===== config.mk =====
export PLATFORM = sky130hd
export DESIGN_NAME = isp_device_flat
export DESIGN_NICKNAME = d
export VERILOG_FILES = /design/src/logic/unused_placeholder_none.sv /design/src/logic/isp_pkg.sv /design/src/logic/isp_link_if.sv /design/src/logic/isp_device.sv /design/src/flat_wrapper.sv
export SDC_FILE = /design/constraint.sdc
export NUM_CORES = 2
export LEC_CHECK = 0
export ABC_AREA = 0
export CORE_UTILIZATION = 45
export CTS_CLUSTER_SIZE = 30
export DETAILED_ROUTE_END_ITERATION = 12
export DONT_BUFFER_PORTS = 1
export PLACE_DENSITY = 0.56
export SYNTH_ARGS = -nofsm -noshare
export SYNTH_HDL_FRONTEND = slang
export SYNTH_SLANG_ARGS = --single-unit
export TNS_END_PERCENT = 30

===== constraint.sdc =====
create_clock -name sys_clk_in -period 3.68 [get_ports sys_clk_in]
set_input_delay 0.552 -clock sys_clk_in [delete_from_list [all_inputs] [get_ports sys_clk_in]]
set_output_delay 0.552 -clock sys_clk_in [all_outputs]
set_load 0.02 [all_outputs]

===== src/logic/unused_placeholder_none.sv =====
`timescale 1ns/1ps


===== src/logic/isp_pkg.sv =====
// Purpose: Shared constants for the scan-link flash programming ends
// Assumes: 50 MHz system clock on both ends
// Notes:   Instruction codes are ten bits, data words 32 bits
package isp_pkg;
  localparam int SYS_HZ      = 50_000_000;
  localparam int ERASE_MS    = 500;
  localparam int PROG_US     = 75;
  localparam int ERASE_CYC   = (SYS_HZ / 1000) * ERASE_MS;
  localparam int PROG_CYC    = (SYS_HZ / 1_000_000) * PROG_US;
  localparam int WAIT_MARGIN = 8;
  localparam int IR_W        = 10;
  localparam int DR_W        = 32;
  localparam int ADDR_W      = 16;
  localparam int UFM_SEL_BIT = 15;
  localparam logic [DR_W-1:0] ERASED = 32'hFFFF_FFFF;
  // Instruction codes
  localparam logic [IR_W-1:0] IR_ENTER     = 10'h2CC;
  localparam logic [IR_W-1:0] IR_ENTER_BG  = 10'h2CD;
  localparam logic [IR_W-1:0] IR_EXIT      = 10'h201;
  localparam logic [IR_W-1:0] IR_READ_ID   = 10'h006;
  localparam logic [IR_W-1:0] IR_ADDR      = 10'h203;
  localparam logic [IR_W-1:0] IR_ERASE_CFG = 10'h2F2;
  localparam logic [IR_W-1:0] IR_ERASE_UFM = 10'h2F3;
  localparam logic [IR_W-1:0] IR_PROGRAM   = 10'h2F4;
  localparam logic [IR_W-1:0] IR_VERIFY    = 10'h205;
  localparam logic [IR_W-1:0] IR_CLAMP     = 10'h33F;
  localparam logic [IR_W-1:0] IR_RECONFIG  = 10'h3A0;
  localparam logic [IR_W-1:0] IR_PROG_SEC  = 10'h2F9;
  localparam logic [IR_W-1:0] IR_PROG_DONE = 10'h2FA;
  // Per-pin hold codes, two bits per pin
  typedef enum logic [1:0] {HOLD_SAMPLE, HOLD_HIGH, HOLD_LOW, HOLD_TRI} pin_hold_e;
  // Host register byte offsets
  localparam logic [7:0] A_CTRL   = 8'h00;
  localparam logic [7:0] A_DATA   = 8'h04;
  localparam logic [7:0] A_EXPECT = 8'h08;
  localparam logic [7:0] A_RDATA  = 8'h0C;
  localparam logic [7:0] A_STATUS = 8'h10;
  localparam int CTRL_CMP_BIT = 4;
  localparam int ST_BUSY_BIT  = 0;
  localparam int ST_FAIL_BIT  = 1;
  localparam int ST_IDOK_BIT  = 2;
  // Host operations written to CTRL[2:0]
  localparam logic [2:0] OP_IR         = 3'h1;
  localparam logic [2:0] OP_DR         = 3'h2;
  localparam logic [2:0] OP_WAIT_ERASE = 3'h3;
  localparam logic [2:0] OP_WAIT_PROG  = 3'h4;
  localparam logic [2:0] OP_WAIT       = 3'h5;
endpackage


===== src/logic/isp_link_if.sv =====
// Purpose: Four-wire serial scan link between host and device
// Assumes: Host makes tck; all wires are push-pull
// Notes:   tms high marks a frame, first bit selects instruction or data
`timescale 1ns/1ps
interface isp_link_if;
  logic tck;
  logic tms;
  logic tdi;
  logic tdo;
  modport host (output tck, output tms, output tdi, input tdo);
  modport dev  (input tck, input tms, input tdi, output tdo);
endinterface


===== src/logic/isp_device.sv =====
// Purpose: Device end: flash program sequencer behind the serial scan link
// Assumes: Link pins are asynchronous to sys_clk_in and sampled twice
// Notes:   Flash arrays start blank at reset in this model
//
// Contract
// Serial in on tdi, data back on tdo
// Host runs enter, id, erase, program, verify, exit
// Verify alone skips erase and program steps
// Entering programming switches pins without glitches
// Host checks identity before program or verify
// Erase pulse spans 500 ms idle dwell
// Program pulse spans 75 us idle dwell
// Verify instruction reads word for shifting out
// Exiting programming restores user pins glitch free
// User and configuration flash handled independently
// Programming mode tri-states pins with pull-ups
// Optional per-pin hold: sample, high, low, tri
// Background update keeps running design alive
// Reconfigure command tri-states pins while loading
// Security bit blocks configuration flash readback
// Only erase clears security and programmed data
// User flash readable despite security bit
// Pins never drive until completion bit programmed
// Instruction ten bits, data word 32 bits
// Flash operations ignored outside programming mode
// Host aborts on any readback mismatch
`timescale 1ns/1ps
module isp_device import isp_pkg::*; #(
  parameter int          N_PINS        = 4,
  parameter int          CFG_DEPTH     = 16,
  parameter int          UFM_DEPTH     = 16,
  parameter int          UFM_SECT      = 2,
  parameter int          ERASE_CYCLES  = ERASE_CYC,
  parameter int          PROG_CYCLES   = PROG_CYC,
  parameter int          CONFIG_CYCLES = 1000,
  parameter logic [31:0] ID_CODE       = 32'h1234_5671,  // Arbitrary value
  parameter bit          INIT_DONE     = 1'b1
) (
  // Clock and reset
  input  wire logic                         sys_clk_in,
  input  wire logic                         rst_n_in,
  // Link
  isp_link_if.dev                           link,
  // Running design's pin drive
  input  wire logic [N_PINS-1:0]            user_out_in,
  input  wire logic [N_PINS-1:0]            user_oe_in,
  // Pad control
  output logic      [N_PINS-1:0]            pin_out_out,
  output logic      [N_PINS-1:0]            pin_oe_out,
  output logic      [N_PINS-1:0]            pin_pullup_out,
  // User flash port for internal logic
  input  wire logic [$clog2(UFM_DEPTH)-1:0] ufm_addr_in,
  output logic      [DR_W-1:0]              ufm_data_out,
  // Status
  output logic                              isp_mode_out,
  output logic                              cfg_load_out
);
  localparam int CI_W  = $clog2(CFG_DEPTH);
  localparam int UI_W  = $clog2(UFM_DEPTH);
  localparam int SECT_DEPTH = UFM_DEPTH / UFM_SECT;
  if ((1 << CI_W) != CFG_DEPTH || (1 << UI_W) != UFM_DEPTH || CI_W > UFM_SEL_BIT ||
      UI_W > UFM_SEL_BIT || UFM_SECT < 1 || UFM_DEPTH % UFM_SECT != 0 ||
      2 * N_PINS > DR_W || PROG_CYCLES < 1 || ERASE_CYCLES < 1 || CONFIG_CYCLES < 1)
  begin : g_bad_cfg
    $error("isp_device parameters out of range");
  end
  typedef enum logic [2:0] {P_NONE, P_ERASE_CFG, P_ERASE_UFM, P_PROG, P_SEC, P_DONE} pend_e;
  typedef struct packed {
    logic                            tck_s1, tck_s2, tck_s3;
    logic                            tms_s1, tms_s2;
    logic                            tdi_s1, tdi_s2;
    logic                            in_frame;
    logic                            is_ir;
    logic [DR_W-1:0]                 sr;
    logic [IR_W-1:0]                 ir;
    logic [ADDR_W-1:0]               addr;
    logic [DR_W-1:0]                 data;
    logic                            isp;
    logic                            bg;
    logic                            hold_en;
    logic [2*N_PINS-1:0]             hold_cfg;
    logic [N_PINS-1:0]               hold_out;
    logic [N_PINS-1:0]               hold_oe;
    pend_e                           pend;
    logic [31:0]                     tmr;
    logic                            reconf;
    logic [31:0]                     rtmr;
    logic [CFG_DEPTH-1:0][DR_W-1:0]  cfg;
    logic [UFM_DEPTH-1:0][DR_W-1:0]  user_flash_array;
    logic                            secure;
    logic                            done;
    logic [N_PINS-1:0]               pin_out, pin_oe, pin_pu;
    logic [DR_W-1:0]                 ufm_rd;
    logic                            tdo;
    logic                            cfg_load;
  } dev_s;
  localparam dev_s DEV_RST = '{cfg: '1, user_flash_array: '1, done: INIT_DONE, pin_pu: '1,
                               pend: P_NONE, default: '0};

  dev_s            q;
  dev_s            d;
  logic            rise;
  logic            ops;
  logic [IR_W-1:0] ir_v;
  logic [DR_W-1:0] rd_word;
  logic [31:0]     target;
  pin_hold_e       hmode;

  always_comb begin
    d = q;
    d.cfg_load = 1'b0;
    d.tck_s1 = link.tck;
    d.tck_s2 = q.tck_s1;
    d.tck_s3 = q.tck_s2;
    d.tms_s1 = link.tms;
    d.tms_s2 = q.tms_s1;
    d.tdi_s1 = link.tdi;
    d.tdi_s2 = q.tdi_s1;
    rise = q.tck_s2 & ~q.tck_s3;
    ops = q.isp | q.bg;
    ir_v = q.sr[DR_W-1 -: IR_W];
    hmode = HOLD_TRI;
    target = (q.pend == P_ERASE_CFG || q.pend == P_ERASE_UFM) ?
             32'(ERASE_CYCLES) : 32'(PROG_CYCLES);
    // Configuration flash reads as zero once secured; user flash never
    if (q.addr[UFM_SEL_BIT]) begin
      rd_word = q.user_flash_array[q.addr[UI_W-1:0]];
    end else begin
      rd_word = q.secure ? '0 : q.cfg[q.addr[CI_W-1:0]];
    end
    if (rise && q.tms_s2) begin
      d.pend = P_NONE;
      if (!q.in_frame) begin
        d.in_frame = 1'b1;
        d.is_ir = q.tdi_s2;
      end else begin
        d.sr = {q.tdi_s2, q.sr[DR_W-1:1]};
      end
    end else if (rise && q.in_frame) begin
      d.in_frame = 1'b0;
      d.tmr = '0;
      if (q.is_ir) begin
        d.ir = ir_v;
        if (ir_v == IR_ENTER) begin
          d.isp = 1'b1;
          d.hold_out = user_out_in;
          d.hold_oe = user_oe_in;
        end else if (ir_v == IR_ENTER_BG) begin
          d.bg = 1'b1;
        end else if (ir_v == IR_EXIT) begin
          d.isp = 1'b0;
          d.bg = 1'b0;
          d.hold_en = 1'b0;
        end else if (ir_v == IR_READ_ID) begin
          d.sr = ID_CODE;
        end else if (!ops) begin
          d.pend = P_NONE;
        end else if (ir_v == IR_ERASE_CFG) begin
          d.pend = P_ERASE_CFG;
        end else if (ir_v == IR_ERASE_UFM) begin
          d.pend = P_ERASE_UFM;
        end else if (ir_v == IR_PROGRAM) begin
          d.pend = P_PROG;
        end else if (ir_v == IR_PROG_SEC) begin
          d.pend = P_SEC;
        end else if (ir_v == IR_PROG_DONE) begin
          d.pend = P_DONE;
        end else if (ir_v == IR_VERIFY) begin
          d.sr = rd_word;
        end else if (ir_v == IR_RECONFIG) begin
          d.reconf = 1'b1;
          d.rtmr = '0;
        end
      end else if (q.ir == IR_ADDR) begin
        d.addr = q.sr[ADDR_W-1:0];
      end else if (q.ir == IR_CLAMP) begin
        d.hold_cfg = q.sr[2*N_PINS-1:0];
        d.hold_en = 1'b1;
      end else begin
        d.data = q.sr;
      end
    end else if (q.pend != P_NONE && !q.tms_s2) begin
      d.tmr = q.tmr + 32'd1;
      if (q.tmr == target - 32'd1) begin
        d.pend = P_NONE;
        case (q.pend)
          P_ERASE_CFG: begin
            d.cfg = '1;
            d.secure = 1'b0;
            d.done = 1'b0;
          end
          P_ERASE_UFM: begin
            for (int i = 0; i < UFM_DEPTH; i++) begin
              if (i / SECT_DEPTH == int'(q.addr[UI_W-1:0]) / SECT_DEPTH) begin
                d.user_flash_array[i] = ERASED;
              end
            end
          end
          P_PROG: begin
            if (q.addr[UFM_SEL_BIT]) begin
              d.user_flash_array[q.addr[UI_W-1:0]] = q.user_flash_array[q.addr[UI_W-1:0]] & q.data;
            end else begin
              d.cfg[q.addr[CI_W-1:0]] = q.cfg[q.addr[CI_W-1:0]] & q.data;
            end
          end
          P_SEC: begin
            d.secure = 1'b1;
          end
          P_DONE: begin
            d.done = 1'b1;
          end
          default: begin
            d.pend = P_NONE;
          end
        endcase
      end
    end
    if (q.reconf) begin
      d.rtmr = q.rtmr + 32'd1;
      if (q.rtmr == 32'(CONFIG_CYCLES - 1)) begin
        d.reconf = 1'b0;
        d.cfg_load = 1'b1;
        d.isp = 1'b0;
        d.bg = 1'b0;
        d.hold_en = 1'b0;
      end
    end
    // Registered pad controls switch in one edge, so no glitch on mode change
    for (int p = 0; p < N_PINS; p++) begin
      hmode = pin_hold_e'(q.hold_cfg[2*p +: 2]);
      if (!q.done || q.reconf) begin
        d.pin_oe[p] = 1'b0;
        d.pin_out[p] = 1'b0;
        d.pin_pu[p] = 1'b1;
      end else if (q.isp && q.hold_en) begin
        d.pin_pu[p] = 1'b0;
        d.pin_oe[p] = (hmode == HOLD_SAMPLE) ? q.hold_oe[p] :
                      (hmode == HOLD_HIGH || hmode == HOLD_LOW);
        d.pin_out[p] = (hmode == HOLD_SAMPLE) ? q.hold_out[p] : (hmode == HOLD_HIGH);
      end else if (q.isp) begin
        d.pin_oe[p] = 1'b0;
        d.pin_out[p] = 1'b0;
        d.pin_pu[p] = 1'b1;
      end else begin
        d.pin_oe[p] = user_oe_in[p];
        d.pin_out[p] = user_out_in[p];
        d.pin_pu[p] = 1'b0;
      end
    end
    d.ufm_rd = q.user_flash_array[ufm_addr_in];
    d.tdo = d.sr[0];
  end

  always_ff @(posedge sys_clk_in or negedge rst_n_in) begin
    if (!rst_n_in) begin
      q <= DEV_RST;
    end else begin
      q <= d;
    end
  end

  assign link.tdo       = q.tdo;
  assign pin_out_out    = q.pin_out;
  assign pin_oe_out     = q.pin_oe;
  assign pin_pullup_out = q.pin_pu;
  assign ufm_data_out   = q.ufm_rd;
  assign isp_mode_out   = q.isp | q.bg;
  assign cfg_load_out   = q.cfg_load;
endmodule // isp_device


===== src/flat_wrapper.sv =====
// flat-port wrapper written by rule: the top's interface ports become plain ports
module isp_device_flat import isp_pkg::*;
#(
  parameter int          N_PINS        = 4,
  parameter int          CFG_DEPTH     = 16,
  parameter int          UFM_DEPTH     = 16,
  parameter int          UFM_SECT      = 2,
  parameter int          ERASE_CYCLES  = ERASE_CYC,
  parameter int          PROG_CYCLES   = PROG_CYC,
  parameter int          CONFIG_CYCLES = 1000,
  parameter logic [31:0] ID_CODE       = 32'h1234_5671,                    
  parameter bit          INIT_DONE     = 1'b1
)
  (sys_clk_in, rst_n_in, user_out_in, user_oe_in, pin_out_out, pin_oe_out, pin_pullup_out, ufm_addr_in, ufm_data_out, isp_mode_out, cfg_load_out, link_tck, link_tms, link_tdi, link_tdo);
  isp_link_if link_i ();
  input  wire logic sys_clk_in;
  input  wire logic rst_n_in;
  input  wire logic [N_PINS-1:0] user_out_in;
  input  wire logic [N_PINS-1:0] user_oe_in;
  output logic      [N_PINS-1:0] pin_out_out;
  output logic      [N_PINS-1:0] pin_oe_out;
  output logic      [N_PINS-1:0] pin_pullup_out;
  input  wire logic [$clog2(UFM_DEPTH)-1:0] ufm_addr_in;
  output logic      [DR_W-1:0] ufm_data_out;
  output logic isp_mode_out;
  output logic cfg_load_out;
  input wire logic [$bits(link_i.tck)-1:0] link_tck;
  input wire logic [$bits(link_i.tms)-1:0] link_tms;
  input wire logic [$bits(link_i.tdi)-1:0] link_tdi;
  output wire logic [$bits(link_i.tdo)-1:0] link_tdo;
  assign link_i.tck = link_tck;
  assign link_i.tms = link_tms;
  assign link_i.tdi = link_tdi;
  assign link_tdo = link_i.tdo;
  isp_device #(.N_PINS(N_PINS), .CFG_DEPTH(CFG_DEPTH), .UFM_DEPTH(UFM_DEPTH), .UFM_SECT(UFM_SECT), .ERASE_CYCLES(ERASE_CYCLES), .PROG_CYCLES(PROG_CYCLES), .CONFIG_CYCLES(CONFIG_CYCLES), .ID_CODE(ID_CODE), .INIT_DONE(INIT_DONE)) u_core (.sys_clk_in(sys_clk_in), .rst_n_in(rst_n_in), .link(link_i), .user_out_in(user_out_in), .user_oe_in(user_oe_in), .pin_out_out(pin_out_out), .pin_oe_out(pin_oe_out), .pin_pullup_out(pin_pullup_out), .ufm_addr_in(ufm_addr_in), .ufm_data_out(ufm_data_out), .isp_mode_out(isp_mode_out), .cfg_load_out(cfg_load_out));
endmodule

==> out/metrics.csv <==
metric,value,unit
Die ar.,0.140,mm2
#FFs+latches synth,1243,
ys flop type,dfstp_2,
Final Wtd Congestion,0.822,
most frequent cell after synthesis,dfstp_2,
Placed Area,0.0647,mm2
failing checks,"hold timing, slew limit",
first-pass GRT wire length,307000,um
Clock Tree Buf Depth,3,
critical path class,reg2reg,
clock slew at reported path FFs,0.06,ns
RSZ-0062 raised after global routing,false,
Final setup viols,0,
number of gates resized after CTS,0,
setup ws final,0.466,ns
max-capacitance violation count,0,
Rows,135,
syn avg cell area,13.4,um2
layout cells sized above 1,0.455,
Wirelength per Cell,32.7,um
final global-route overflow total,0,
clock sinks,1243,
dominant cell type by area after synthesis,dfstp_2,
Highest Signal Layer,met5,
count of different cell masters after synthesis,84,
Starting DRT DRC Count,4465,
"Slew Viols, Final",137,
final core utilization,0.514,
final non-filler cell total,6364,
R2R Setup Slk,0.47,ns
P per Cell Area,440,mW/mm2
Initial Utilization,0.456,
actual slew at the worst max-slew pin,1.63,ns
H-Tree Depth,4,
count of input and output buffers,0,
core area,0.136,mm2
Rel. slew slack,-0.0839,
Post-synth top cells,"1,026 x dfstp_2, 770 x a2bb2oi_1, 367 x mux4_2",
Yosys top cell area share,0.434,
status,"finished, violations left",
Fin Hold WS,-0.0593,ns
cells after synthesis,4628,
DRC errors left,0,
largest net degree at the start of global routing,1244,
# IOs,64,
final wirelength,208000,um
DR WL met3,14900,um
die span in y,374,um
largest cells by area after synthesis,"dfstp_2 43%, mux4_2 13%, a2bb2oi_1 11%",
Synthesis Warnings,0,
Fillers,11491,
Worst VDD drop,0.521,mV
fin crit period,3.21,ns
placed insts,6068,
Pre-Repair DR Iteration Count,5,
gr usage total,0.297,
CTS tree,built,
area grow syn2layout,12.9,%
metal2 WL,95900,um
routed vias/inst,6.74,
clock root cell,clkbuf_16,
leakage,25.3,nW
worst endpoint data arrival time,3.95,ns
CP startpoint kind,register,
Crit. End Element,register,
Crit Path Max Fanout,33,
post-DP HPWL,112000,um
DR vias,42907,
fin crit share,0.873,
Final nets,4483,
Tot Pwr,30.8,mW
Critical Path RT,4.41,ns
Clock Skew,0.0310,ns
fmax,0.311,GHz
cell area after layout,0.0701,mm2
initial antenna violation count,6,
Final Hold Vio Count,11,
pre-CTS setup slack,0.511,ns
ys async rst share,1.00,
WL met1,89500,um
cts bufs inserted,144,
Die W,374,um
Syn Std Cell Area,0.0621,mm2
worst-skew pair later-pin latency,0.81,ns
"EDFF count, synth",0,
antenna-violating nets left,0,
worst hold-check path type,in2async,
sequential area share after synthesis,0.521,
TNS Setup,0,ns
Mapped Nets,4655,
vias in the first global route,43540,
-- layout make-up --
cell class / count / area (um2) / area share
Tap cell: 1781 / 2230 / 0.0318
Antenna cell: 5 / 12.5 / 0.000178
Timing Repair Buffer: 259 / 3230 / 0.0461
Inverter: 48 / 180 / 0.00257
Multi-Input combinational cell: 2760 / 27000 / 0.385
Sequential cell: 1243 / 32400 / 0.462
Clock buffer: 217 / 4270 / 0.0609
Clock inverter: 51 / 786 / 0.0112
-- cells in the final DEF, fill, tap and decap left out, types with 19 or more instances in the layout --
cell and count:
nor2b_1 48, o21ai_0 51, xor2_1 28, nor2_4 35, a211oi_1 21, clkbuf_16 147, dfrtp_1 213, mux2_2 83
nor2_1 112, mux2i_1 78, clkbuf_8 33, inv_1 48, buf_4 147, o221ai_1 19, dfstp_2 1026, xnor2_1 26
a21oi_1 41, a221oi_1 33, buf_12 90, nand4_1 28, nand2_1 104, mux4_1 24, a2bb2oi_1 770, a22o_1 34
nand3_1 298, clkbuf_1 37, nand2b_1 30, mux4_2 367, o21a_1 258
-- power by group --
part           switching, mW  internal, mW  total, mW  leakage [nW]
clock network           6.02          9.25       15.3          2.48
logic                  0.607         0.418       1.03          9.26
registers              0.544          14.0       14.5          13.5
-- worst max-delay path, cell delays in order (launching register included) --
cell and delay, ns:
dfrtp_4 0.84, buf_12 0.33, mux4_2 0.27, nor2_1 0.04
a2111oi_0 0.79, a221oi_1 0.25, nand2b_1 0.23, buf_4 0.20
a2bb2oi_1 0.18
-- worst paths after layout --
| path | from | endpoint | cells past startpoint |
|---|---|---|---|
| worst max-delay path | u_core.q[1192] | u_core.q[1070] | 8 |
| worst min-delay path | rst_n_in | u_core.q[1128] | 1 |
| worst max register to register | u_core.q[1192] | u_core.q[1070] | 8 |
| worst min register to register | u_core.d[1251] | u_core.q[1251] | 0 |
| max in group asynchronous | rst_n_in | u_core.ufm_data_out[0] | 2 |
| min in group sys_clk_in | user_out_in[3] | u_core.pin_out_out[3] | 3 |
-- kinds of logic after synthesis --
family                   count (synthesis)  synth area share
AO/OA/AOI/OAI                         1327             0.178
XOR/XNOR                                54           0.00761
adder cells (fa/ha/maj)                 10           0.00201
buffers and inverters                  625            0.0526
flip-flops                            1243             0.521
multiplexers                           552             0.171
AND/OR/NAND/NOR                        817            0.0683
-- sequential cells by signal, summed over array words and instances (netlist names) --
signal,flops
u_core.ir_v,10
u_core.hmode,2
u_core.pin_pullup_out,1
u_core.ufm_data_out,32
u_core.cfg_load_out,1
u_core.q,1185
u_core.d,4
u_core.pin_out_out,4
u_core.pin_oe_out,4
-- layer usage --
layer / up-vias / GRT usage
li1: 17548 / -
met1: 23050 / 0.416
met2: 1890 / 0.460
met3: 417 / 0.0563
met4: 2 / 0.107
met5: - / 0
-- what timing repair did --
item	CTS	global route
endpoints found under the hold margin	714	65
setup buffers	0	0
hold buffers	15	3
Power figures use the tool's default switching activity.
